## src/design/lpwm_pkg.sv

```systemverilog
// package: power states, wakeup latencies and sequencer constants
package lpwm_pkg;

  typedef enum logic [2:0] {
    LPWM_RUN = 3'h0,
    LPWM_SLEEP = 3'h1,
    LPWM_LPRUN = 3'h3,
    LPWM_LPSLEEP = 3'h2,
    LPWM_STOP = 3'h6,
    LPWM_STANDBY = 3'h7,
    LPWM_WAKE = 3'h5
  } lpwm_state_t;

  localparam int LPWM_CLK_MHZ = 200;
  // wakeup latencies in nanoseconds
  localparam int LPWM_WAKE_SLEEP_NS = 360;
  localparam int LPWM_WAKE_LPRUN_NS = 3000;
  localparam int LPWM_WAKE_LPSLEEP_NS = 32000;
  localparam int LPWM_WAKE_STOP_NS = 3500;
  localparam int LPWM_WAKE_STANDBY_NS = 50000;
  localparam int LPWM_CLK_PERIOD_NS = 1000 / LPWM_CLK_MHZ;

  localparam int LPWM_WAKE_SLEEP_CYC = LPWM_WAKE_SLEEP_NS / LPWM_CLK_PERIOD_NS;
  localparam int LPWM_WAKE_LPRUN_CYC = LPWM_WAKE_LPRUN_NS / LPWM_CLK_PERIOD_NS;
  localparam int LPWM_WAKE_LPSLEEP_CYC =
    LPWM_WAKE_LPSLEEP_NS / LPWM_CLK_PERIOD_NS;
  localparam int LPWM_WAKE_STOP_CYC = LPWM_WAKE_STOP_NS / LPWM_CLK_PERIOD_NS;
  localparam int LPWM_WAKE_STANDBY_CYC =
    LPWM_WAKE_STANDBY_NS / LPWM_CLK_PERIOD_NS;

  localparam int LPWM_CNT_W = 16;
  localparam int LPWM_NREQ = 4;
  localparam logic [LPWM_CNT_W-1:0] LPWM_CNT_RST = 16'h0000;

endpackage

```

## src/design/lpwm_mgr.sv

```systemverilog
// low-power mode sequencer, wakeup manager and interconnect gating
`timescale 1ns/10ps
// Function
// - in stop, a wake peripheral may get the fast osc, clocking only it
// - in stop, fast oscillator turns off automatically when no requester remains
// - serial receivers wake the chip on a start bit in stop
// - lowpower serial matches on crystal; standard serial needs fast osc
// - two-wire target address match wakes the chip from stop
// - two-wire reception in stop requests the fast oscillator
// - wakeup latencies 0.36, 3, 32, 3.5, 50 us per state
// - comparator to general timers not in stop; to lowpower timer except standby
// - timer to timer triggering blocked in stop
// - clock events hit lowpower timer except standby; auto wakeup not in stop
// - clock source measurement path blocked in stop
// - usb clock recovery trims only in run and sleep
// - usb frame marker timer input only in run and sleep
// - pins trigger general timers except in stop, standby and wake; lowpower timer except standby
// - deep sleep request enters stop or standby quickly
// - stop gates core clocks, fast osc runs only for requesters; any wake line wakes
module lpwm_mgr
  import lpwm_pkg::*;
(
  input wire logic mclk,
  input wire logic nrst,
  input wire logic ce,
  input wire logic sleep_req,
  input wire logic deep_req,
  input wire logic deep_standby,
  input wire logic lp_reg,
  input wire logic lprun_req,
  input wire logic wake_line,
  input wire logic standby_wake,
  input wire logic ser_start,
  input wire logic ser_match,
  input wire logic ser_need_osc,
  input wire logic lps_start,
  input wire logic lps_match,
  input wire logic tw_addr_match,
  input wire logic tw_rx_busy,
  input wire logic lpt_need_osc,
  input wire logic cmp_evt,
  input wire logic tmr_trig_in,
  input wire logic rtc_evt,
  input wire logic autowake_evt,
  input wire logic clk_meas_in,
  input wire logic usb_sof,
  input wire logic gpio_evt,
  output logic [2:0] power_state,
  output logic core_clk_en,
  output logic cpu_ready,
  output logic osc_on,
  output logic [LPWM_NREQ-1:0] osc_grant,
  output logic wake_irq,
  output logic cmp_to_gtimer,
  output logic cmp_to_lptimer,
  output logic tmr_to_tmr,
  output logic rtc_to_lptimer,
  output logic autowake_to_gtimer_b,
  output logic clk_to_timer,
  output logic sof_to_recovery,
  output logic sof_to_gtimer_c,
  output logic gpio_to_gtimer,
  output logic gpio_to_lptimer
);

  //////////////////////////////////////////////////////////////////////////
  lpwm_state_t state_q;
  lpwm_state_t state_d;
  logic [LPWM_CNT_W-1:0] cnt_q;
  logic wake_src;
  logic in_stop;
  logic run_like;
  logic gen_ok;

  function automatic logic [LPWM_CNT_W-1:0] wake_cycles(lpwm_state_t s);
    case (s)
      LPWM_SLEEP: wake_cycles = LPWM_CNT_W'(LPWM_WAKE_SLEEP_CYC);
      LPWM_LPRUN: wake_cycles = LPWM_CNT_W'(LPWM_WAKE_LPRUN_CYC);
      LPWM_LPSLEEP: wake_cycles = LPWM_CNT_W'(LPWM_WAKE_LPSLEEP_CYC);
      LPWM_STOP: wake_cycles = LPWM_CNT_W'(LPWM_WAKE_STOP_CYC);
      LPWM_STANDBY: wake_cycles = LPWM_CNT_W'(LPWM_WAKE_STANDBY_CYC);
      default: wake_cycles = LPWM_CNT_W'(1);
    endcase
  endfunction

  assign in_stop = (state_q == LPWM_STOP);
  assign run_like = (state_q == LPWM_RUN) || (state_q == LPWM_SLEEP);
  assign gen_ok = !in_stop && (state_q != LPWM_STANDBY) &&
    (state_q != LPWM_WAKE);

  // standby keeps only its own wake pins; everything else needs core power
  always_comb begin
    wake_src = 1'b0;
    case (state_q)
      LPWM_STOP: wake_src = wake_line | ser_start | lps_start | ser_match |
        lps_match | tw_addr_match;
      LPWM_STANDBY: wake_src = standby_wake;
      LPWM_SLEEP, LPWM_LPSLEEP: wake_src = wake_line | ser_start |
        lps_start | tw_addr_match;
      LPWM_LPRUN: wake_src = !lprun_req;
      default: wake_src = 1'b0;
    endcase
  end

  //////////////////////////////////////////////////////////////////////////
  always_comb begin
    state_d = state_q;
    case (state_q)
      LPWM_RUN: begin
        if (deep_req) begin
          state_d = deep_standby ? LPWM_STANDBY : LPWM_STOP;
        end else if (sleep_req) begin
          state_d = lp_reg ? LPWM_LPSLEEP : LPWM_SLEEP;
        end else if (lprun_req) begin
          state_d = LPWM_LPRUN;
        end
      end
      LPWM_SLEEP, LPWM_LPSLEEP, LPWM_STOP, LPWM_STANDBY, LPWM_LPRUN: begin
        if (wake_src) begin
          state_d = LPWM_WAKE;
        end
      end
      LPWM_WAKE: begin
        if (cnt_q <= LPWM_CNT_W'(1)) begin
          state_d = LPWM_RUN;
        end
      end
      default: state_d = LPWM_RUN;
    endcase
  end

  always_ff @(posedge mclk or negedge nrst) begin
    if (!nrst) begin
      state_q <= LPWM_RUN;
    end else if (ce) begin
      state_q <= state_d;
    end
  end

  // latency counter loaded from the state being left
  always_ff @(posedge mclk or negedge nrst) begin
    if (!nrst) begin
      cnt_q <= LPWM_CNT_RST;
    end else if (ce) begin
      if (state_d == LPWM_WAKE && state_q != LPWM_WAKE) begin
        cnt_q <= wake_cycles(state_q);
      end else if (cnt_q != LPWM_CNT_RST) begin
        cnt_q <= cnt_q - LPWM_CNT_W'(1);
      end
    end
  end

  always_ff @(posedge mclk or negedge nrst) begin
    if (!nrst) begin
      wake_irq <= 1'b0;
    end else if (ce) begin
      wake_irq <= (state_q != LPWM_RUN) && (state_q != LPWM_LPRUN) &&
        (state_q != LPWM_WAKE) && wake_src;
    end
  end

  assign power_state = state_q;
  assign cpu_ready = (state_q == LPWM_RUN) || (state_q == LPWM_LPRUN);
  assign core_clk_en = !in_stop && (state_q != LPWM_STANDBY);

  //////////////////////////////////////////////////////////////////////////
  // requesters: standard serial, two-wire, lowpower serial, lowpower timer
  logic [LPWM_NREQ-1:0] osc_req;
  // lowpower serial runs from the crystal, so it never asks for the osc
  assign osc_req = {lpt_need_osc, 1'b0, tw_rx_busy,
    ser_need_osc};

  lpwm_osc_arb u_arb (
    .mclk(mclk),
    .nrst(nrst),
    .ce(ce),
    .stop_mode(in_stop),
    .run_need(run_like),
    .req(osc_req),
    .osc_on(osc_on),
    .grant(osc_grant)
  );

  //////////////////////////////////////////////////////////////////////////
  // interconnect gating, registered so triggers stay glitch free
  always_ff @(posedge mclk or negedge nrst) begin
    if (!nrst) begin
      cmp_to_gtimer <= 1'b0;
      tmr_to_tmr <= 1'b0;
      autowake_to_gtimer_b <= 1'b0;
      clk_to_timer <= 1'b0;
      gpio_to_gtimer <= 1'b0;
    end else if (ce) begin
      cmp_to_gtimer <= cmp_evt & gen_ok;
      tmr_to_tmr <= tmr_trig_in & gen_ok;
      autowake_to_gtimer_b <= autowake_evt & gen_ok;
      clk_to_timer <= clk_meas_in & gen_ok;
      gpio_to_gtimer <= gpio_evt & gen_ok;
    end
  end

  // lowpower timer paths stay live in stop; standby has no core power
  always_ff @(posedge mclk or negedge nrst) begin
    if (!nrst) begin
      cmp_to_lptimer <= 1'b0;
      rtc_to_lptimer <= 1'b0;
      gpio_to_lptimer <= 1'b0;
    end else if (ce) begin
      cmp_to_lptimer <= cmp_evt & (state_q != LPWM_STANDBY);
      rtc_to_lptimer <= rtc_evt & (state_q != LPWM_STANDBY);
      gpio_to_lptimer <= gpio_evt & (state_q != LPWM_STANDBY);
    end
  end

  always_ff @(posedge mclk or negedge nrst) begin
    if (!nrst) begin
      sof_to_recovery <= 1'b0;
      sof_to_gtimer_c <= 1'b0;
    end else if (ce) begin
      sof_to_recovery <= usb_sof & run_like;
      sof_to_gtimer_c <= usb_sof & run_like;
    end
  end
endmodule

```

## src/design/lpwm_osc_arb.sv

```systemverilog
// fast oscillator on-demand arbiter with per-requester clock gates
`timescale 1ns/10ps
module lpwm_osc_arb
  import lpwm_pkg::*;
(
  input wire logic mclk,
  input wire logic nrst,
  input wire logic ce,
  input wire logic stop_mode,
  input wire logic run_need,
  input wire logic [LPWM_NREQ-1:0] req,
  output logic osc_on,
  output logic [LPWM_NREQ-1:0] grant
);

  logic [LPWM_NREQ-1:0] grant_q;
  logic osc_q;

  // oscillator follows demand; drops with no software help
  always_ff @(posedge mclk or negedge nrst) begin
    if (!nrst) begin
      osc_q <= 1'b0;
    end else if (ce) begin
      osc_q <= run_need | (stop_mode & (|req));
    end
  end

  // in stop only requesters see the clock
  always_ff @(posedge mclk or negedge nrst) begin
    if (!nrst) begin
      grant_q <= '0;
    end else if (ce) begin
      grant_q <= stop_mode ? req : {LPWM_NREQ{run_need}};
    end
  end

  assign osc_on = osc_q;
  assign grant = grant_q;
endmodule

```

## config.mk

```make
export PLATFORM = sky130hd
export DESIGN_NAME = lpwm_mgr
export DESIGN_NICKNAME = d
export VERILOG_FILES = /design/src/design/lpwm_pkg.sv /design/src/design/lpwm_mgr.sv /design/src/design/lpwm_osc_arb.sv
export SDC_FILE = /design/constraint.sdc
export NUM_CORES = 1
export LEC_CHECK = 0
export BUFFER_PORTS_ARGS = -buffer_cell sky130_fd_sc_hd__buf_2
export CAP_MARGIN = 40
export CORE_MARGIN = 8
export CORE_UTILIZATION = 55
export CTS_BUF_LIST = sky130_fd_sc_hd__clkbuf_4
export CTS_CLUSTER_DIAMETER = 150
export DETAILED_ROUTE_END_ITERATION = 10
export HOLD_SLACK_MARGIN = 0.06
export PLACE_DENSITY = 0.8
export SKIP_CTS_REPAIR_TIMING = 1
export SYNTH_ARGS = -nofsm -noshare
export SYNTH_HDL_FRONTEND = slang
export SYNTH_SLANG_ARGS = --single-unit
```

## constraint.sdc

```tcl
create_clock -name mclk -period 7.3 [get_ports mclk]
set_clock_uncertainty 0.2 [all_clocks]
set_input_delay 0.365 -clock mclk [delete_from_list [all_inputs] [get_ports mclk]]
set_output_delay 0.365 -clock mclk [all_outputs]
set_load 0.005 [all_outputs]
```

==> results.cfg, run 1 <==
[synthesis]
synth_enable_flop_cells = 0
syn_area_sq_um = 2090
post_synthesis_cells = 242
synth.distinct_cells = 56
yosys-top-cells-area = sky130_fd_sc_hd__dfrtp_1, sky130_fd_sc_hd__o21ai_0, sky130_fd_sc_hd__a21oi_1
synth_area_in_compound_gates_pct = 23.7
synth_seq_cells = 34
yosysTopAreaCell = sky130_fd_sc_hd__dfrtp_1
async_reset_ff_share_pct = 100
synth_fa_ha_area_share_pct = 1.20
synth_xor_area_share_pct = 0.419
largest_family_of_logic_cells_by_synthesized_area = simple AND/OR/NAND/NOR gates
syn_nets = 269
synthSimpleGateAreaFrac_pct = 25.1
avgSynthCellArea_sq_um = 8.63
synth.area.mux_share_pct = 2.99
yosys_warnings = 0
synth_top_flop_cell = sky130_fd_sc_hd__dfrtp_1
synth_largest_type_area_fraction_pct = 40.7
sequential_area_share_after_synthesis_pct = 40.7

[sta]
finalSetupTns_ps = 0
rsz0062_at_grt = false
timing_max_transition_violations_final = 0
max_freq_mhz = 351
timing.final.crit_share_pct = 39.0
finalSetupViolations = 0
tightestPinTransition_ps = 871
relative_slew_margins_pct = 41.9
report.final.hold_viol_count = 0
final.min_clock_period_ps = 2850

[critical_path]
startpoint_type = flop
critical_path_class = flop to flop
critical_path_capture_point_type = flop
rr_startpoint = cnt_q[0]
timing.critical_path.max_delay_family = simple AND/OR/NAND/NOR gates
reg2reg_slack_ps = 4450
critPathMaxFanout = 8
logic_depth_of_the_worst_path_buffers_included = 7
timing.reg2reg.worst_path_depth = 7
cp_cell_sequence = inv_1 > ha_1 > or3b_2 > or4_4 > o31ai_2 > nor2b_1 > a21oi_1
timing.critical_path.slowest_cell_delay_ps = 580
worst_path_required_ps = 7330
slowest_stage = sky130_fd_sc_hd__or4_4
cp_data_arrival_time_ps = 2880
worstReg2RegEnd = cnt_q[10]
worst-path-buf-inv = 1

[outcome]
status = finished clean

[detailed_routing]
route.detailed.drc = 0
route.detailed.vias_per_inst = 6.08
route.antenna.remaining_nets = 0
dr.pass1.iters = 4
drt-wirelength-per-cell_microns = 16.4
drtIter0Drc = 177
wl_microns = 5360
num_vias = 1987

[power_and_ir_drop]
power.density_nw_per_um2 = 374
sequentialPowerShare_pct = 37.5
clockPowerShare_pct = 18.7
leakagePower_nw = 1.11
cellInternalPower_w = 0.000528
power.share.switching_pct = 41.6
combPwrFrac_pct = 43.8
max-vdd-ir-drop_v = 0.000189
switching_power_w = 0.000376

[placement]
dpl.hpwl_microns = 3880
gp_routability_congestion = 0.910
numPlacedInstances = 317
place.port_buffers = 45

[global_routing]
global_route.usage.total_pct = 18.1
grt_first_pass_wirelength_microns = 8990
grt_max_degree = 55
globalRoute.totalOverflow = 0
vias_in_the_first_global_route = 1895
number_of_antenna_violations_at_the_first_check_in_global_routing = 0

[floorplanning]
dieArea_sq_um = 6030
chipHeight_microns = 77.6
initial_utilization_pct = 57.1
rows = 22
die_width_microns = 77.6
placeableCoreArea_sq_um = 3660
i_o_pin_cnt = 46

[hold_path]
hold_path_class = input pin to flop
min_path_cells = 3
min_from = tmr_trig_in
min_delay_worst_endpoint = tmr_to_tmr

[clock_tree]
clock-sinks = 34
cts_max_level = 2
number_of_buffers_created_by_cts = 5
cts_tree = built
max-clock-path-buffers = 2
cts.reportedPaths.clkPinSlew_ps = 110
clkLatencyLatePin_ps = 340
cell_chosen_for_the_clock_root = sky130_fd_sc_hd__clkbuf_4

[run]
max_cap_viol_count = 0

[cells_and_area]
finalNonFillerCells = 327
area_growth_pct = 15.6
commonest_non_fill_non_tap_cell_in_the_layout = sky130_fd_sc_hd__buf_2
largest_register_ffs = 16
registers.top_by_ff_count = cnt_q
layout_common_cells = sky130_fd_sc_hd__buf_2, sky130_fd_sc_hd__dfrtp_1, sky130_fd_sc_hd__o21ai_0, sky130_fd_sc_hd__nor2_1, sky130_fd_sc_hd__nand2_1
layout.nets = 305
antenna-diode-count = 0
layout_cells_sized_above_1_pct = 22.6
-- worst register-to-register path, cell delays in order (launching register included) --
cell and delay (ps):
sky130_fd_sc_hd__dfrtp_1 460, sky130_fd_sc_hd__inv_1 90, sky130_fd_sc_hd__ha_1 220, sky130_fd_sc_hd__or3b_2 570, sky130_fd_sc_hd__or4_4 580, sky130_fd_sc_hd__o31ai_2 410
sky130_fd_sc_hd__nor2b_1 180, sky130_fd_sc_hd__a21oi_1 50
-- worst max-delay path by stage --
stage                         start         to
after CTS                  cnt_q[0]  cnt_q[10]
final                      cnt_q[0]  cnt_q[10]
after detailed placement  ser_start   cnt_q[4]
after floorplan            cnt_q[0]   cnt_q[9]
after global placement    ser_start   cnt_q[4]
after global routing       cnt_q[0]  cnt_q[11]
-- final cells by class --
| cell class | count | area (sq um) |
|---|---|---|
| clock buffers | 5 | 37.5 |
| flip-flops and latches | 34 | 851 |
| inverters | 11 | 41.3 |
| fillers | 327 | 1250 |
| well taps | 48 | 60.1 |
| repair buffers | 47 | 245 |
| multi-input cells | 179 | 1120 |
| clock inverters | 3 | 63.8 |
-- stage by stage --
step                      cell area [sq um]  power, W  setup slack [ps]  hold WS [ps]  util, %
after floorplan                        2090  0.000613              4560          -131        -
after global placement                 2290  0.000723              4390           268     62.6
after detailed placement               2290  0.000731              4340           274     62.6
after CTS                              2390  0.000901              4510          -101     65.4
after global routing                   2410  0.000972              4300          64.2     66.0
final                                  2410  0.000904              4450          50.2     66.0
-- power by group through the flow --
| stage | Sequential (W) | Combinational (W) | Clock, W |
|---|---|---|---|
| after CTS | 0.000336 | 0.000393 | 0.000172 |
| after global routing | 0.000351 | 0.000440 | 0.000181 |
| final | 0.000339 | 0.000395 | 0.000169 |
| after floorplan | 0.000310 | 0.000304 | 0 |
| after global placement | 0.000337 | 0.000386 | 0 |
| after detailed placement | 0.000339 | 0.000392 | 0 |
-- metal layers --
layer / track usage [%] / share of wire [%]
met5: 0 / 0
met4: 7.17 / 1.9
met3: 4.61 / 6.0
met2: 27.4 / 47
met1: 23.9 / 45
-- cells by family after synthesis --
logic type,Yosys count
fa+ha+maj,2
xor+xnor,1
simple gates,97
compound gates,73
buf+inv,29
flops,34
mux,6
-- cells in the mapped netlist, types with 2 or more instances --
cell type                   count
sky130_fd_sc_hd__a211o_1        3
sky130_fd_sc_hd__or2_2          4
sky130_fd_sc_hd__nor4_1         5
sky130_fd_sc_hd__o31ai_1        3
sky130_fd_sc_hd__clkbuf_1      12
sky130_fd_sc_hd__nand2b_1       2
sky130_fd_sc_hd__a21o_1         2
sky130_fd_sc_hd__buf_1          2
sky130_fd_sc_hd__or4_1          5
sky130_fd_sc_hd__a22o_1         3
sky130_fd_sc_hd__o21ai_0       20
sky130_fd_sc_hd__o22ai_1        3
sky130_fd_sc_hd__or3_1          4
sky130_fd_sc_hd__buf_2          2
sky130_fd_sc_hd__o41ai_1        2
sky130_fd_sc_hd__o221ai_1       2
sky130_fd_sc_hd__a211oi_1       2
sky130_fd_sc_hd__inv_1         10
sky130_fd_sc_hd__nor2_1        20
sky130_fd_sc_hd__nor3_1         9
sky130_fd_sc_hd__and3_1         3
sky130_fd_sc_hd__a221o_1        4
sky130_fd_sc_hd__nand2_1       18
sky130_fd_sc_hd__o2bb2ai_1      3
sky130_fd_sc_hd__ha_1           2
sky130_fd_sc_hd__mux2i_1        4
sky130_fd_sc_hd__dfrtp_1       34
sky130_fd_sc_hd__nor2b_1        6
sky130_fd_sc_hd__mux2_2         2
sky130_fd_sc_hd__nand3_1       10
sky130_fd_sc_hd__a31oi_1        2
sky130_fd_sc_hd__a21oi_1       15
Power figures use the tool's default switching activity.
==> inputs of run 2 (changes only) <==
--- a/config.mk
+++ b/config.mk
@@ -8,12 +8,12 @@
 export BUFFER_PORTS_ARGS = -buffer_cell sky130_fd_sc_hd__buf_2
 export CAP_MARGIN = 40
 export CORE_MARGIN = 8
-export CORE_UTILIZATION = 55
+export CORE_UTILIZATION = 51
 export CTS_BUF_LIST = sky130_fd_sc_hd__clkbuf_4
 export CTS_CLUSTER_DIAMETER = 150
 export DETAILED_ROUTE_END_ITERATION = 10
 export HOLD_SLACK_MARGIN = 0.06
-export PLACE_DENSITY = 0.8
+export PLACE_DENSITY = 0.78
 export SKIP_CTS_REPAIR_TIMING = 1
 export SYNTH_ARGS = -nofsm -noshare
 export SYNTH_HDL_FRONTEND = slang
==> constraint.sdc (replaced) <==
create_clock -name mclk -period 2.5 [get_ports mclk]
set_clock_uncertainty 0.2 [all_clocks]
set_input_delay 0.125 -clock mclk [delete_from_list [all_inputs] [get_ports mclk]]
set_output_delay 0.125 -clock mclk [all_outputs]
set_load 0.005 [all_outputs]
==> results.cfg, run 2 (synthesis gave the netlist of run 1 again) <==
[outcome]
status = complete, but fails checks
failed_checks = setup timing

[power_and_ir_drop]
clockPowerShare_pct = 14.6
combPwrFrac_pct = 55.3
power.share.switching_pct = 42.3
cellInternalPower_w = 0.00170
leakagePower_nw = 1.30
max-vdd-ir-drop_v = 0.000679
switching_power_w = 0.00124
sequentialPowerShare_pct = 30.2
power.density_nw_per_um2 = 1050

[placement]
place.port_buffers = 45
numPlacedInstances = 347
dpl.hpwl_microns = 4210
placement.setup.worst_slack_ps = 27.1
gp_routability_congestion = 0.916

[hold_path]
hold_path_class = input pin to flop

[detailed_routing]
route.detailed.vias_per_inst = 5.84
drt-wirelength-per-cell_microns = 16.3
drtIter0Drc = 220
route.detailed.drc = 0
dr.pass1.iters = 5
num_vias = 2178
wl_microns = 6090
route.antenna.remaining_nets = 0

[floorplanning]
initial_utilization_pct = 52.6
placeableCoreArea_sq_um = 3970
die_width_microns = 80.0
dieArea_sq_um = 6400
chipHeight_microns = 80.0
rows = 23
i_o_pin_cnt = 46

[global_routing]
number_of_antenna_violations_at_the_first_check_in_global_routing = 1
globalRoute.totalOverflow = 0
grt_first_pass_wirelength_microns = 9640
grt_max_degree = 43
global_route.usage.total_pct = 18.8
vias_in_the_first_global_route = 2087

[sta]
finalSetupTns_ps = -46.6
final.min_clock_period_ps = 2550
finalSetupViolations = 1
max_freq_mhz = 393
tightestPinTransition_ps = 759
timing.final.crit_share_pct = 102
rsz0062_at_grt = true
report.final.hold_viol_count = 0
worst_slack_ps = -46.6
timing_max_transition_violations_final = 0
relative_slew_margins_pct = 49.4

[clock_tree]
cts.reportedPaths.clkPinSlew_ps = 130
clock-sinks = 34
clkLatencyLatePin_ps = 360
cell_chosen_for_the_clock_root = sky130_fd_sc_hd__clkbuf_4
cts_tree = built
cts_max_level = 2
max-clock-path-buffers = 2
number_of_buffers_created_by_cts = 5

[cells_and_area]
layout_cells_sized_above_1_pct = 31.4
largest_register_ffs = 16
layout_common_cells = sky130_fd_sc_hd__buf_2, sky130_fd_sc_hd__dfrtp_1, sky130_fd_sc_hd__buf_4
multi_input_comb_area_sq_um = 1150
registers.top_by_ff_count = cnt_q
fillerInstances = 306
area_growth_pct = 33.5
layout.nets = 348
utilization_pct = 70.2
finalNonFillerCells = 373
commonest_non_fill_non_tap_cell_in_the_layout = sky130_fd_sc_hd__buf_2
seq_area_sq_um = 851

[critical_path]
critPathMaxFanout = 5
worst_path_required_ps = 2530
cp_data_arrival_time_ps = 2580
critical_path_class = flop to flop
critical_path_capture_point_type = flop
startpoint_type = flop

[run]
max_cap_viol_count = 0
run 2: final cells by class:
cell class                 count  share of cell area, %
sequential                    34                   30.5
tap                           50                   2.24
multi-input combinational    179                   41.4
inverter                      11                   1.48
antenna                        1                 0.0897
clock inverter                 3                   1.62
timing repair buffer          90                   21.4
clock buffer                   5                   1.35
run 2: power by group through the flow:
stage | Combinational [W] | Sequential (W) | Clock, W
after global placement | 0.00149 | 0.000881 | 0
after detailed placement | 0.00151 | 0.000891 | 0
after CTS | 0.00152 | 0.000881 | 0.000434
final | 0.00162 | 0.000886 | 0.000428
after floorplan | 0.000909 | 0.000905 | 0
after global routing | 0.00177 | 0.000922 | 0.000458
run 2: metal layers:
metal  wire (microns)  up-vias  share of wire [%]  GRT usage, %
met5                0        -                  0             0
met4              114        0                1.9          8.36
met3              387       12                6.4          3.38
met2             2970       90                 49          30.8
met1             2620     1023                 43          23.5
li1                 -     1053                  -             -
run 2: through the flow:
step,instance area (sq um),power [W],hold slack (ps)
after floorplan,2100,0.00181,-371
after global placement,2510,0.00237,34.7
after detailed placement,2510,0.00240,48.8
after CTS,2590,0.00283,-348
after global routing,2790,0.00315,67.3
final,2790,0.00294,66.1
run 2: final timing paths:
path,cells past startpoint,to,slack [ps],from
setup / recovery,7,cnt_q[9],-50,cnt_q[0]
hold / removal,3,power_state[1],70,lp_reg
setup reg to reg,7,cnt_q[9],-50,cnt_q[0]
hold reg to reg,1,cnt_q[14],270,cnt_q[14]
max in group asynchronous,2,cnt_q[9],1420,nrst
min in group asynchronous,2,u_arb.grant[2],170,nrst
run 2: worst max-delay path: stages, from the launching register on:
cell and delay [ps]:
sky130_fd_sc_hd__dfrtp_1 410, sky130_fd_sc_hd__inv_2 80, sky130_fd_sc_hd__ha_4 140, sky130_fd_sc_hd__or3b_4 390
sky130_fd_sc_hd__or4_4 600, sky130_fd_sc_hd__and3_4 200, sky130_fd_sc_hd__nor2b_4 110, sky130_fd_sc_hd__a221o_1 300
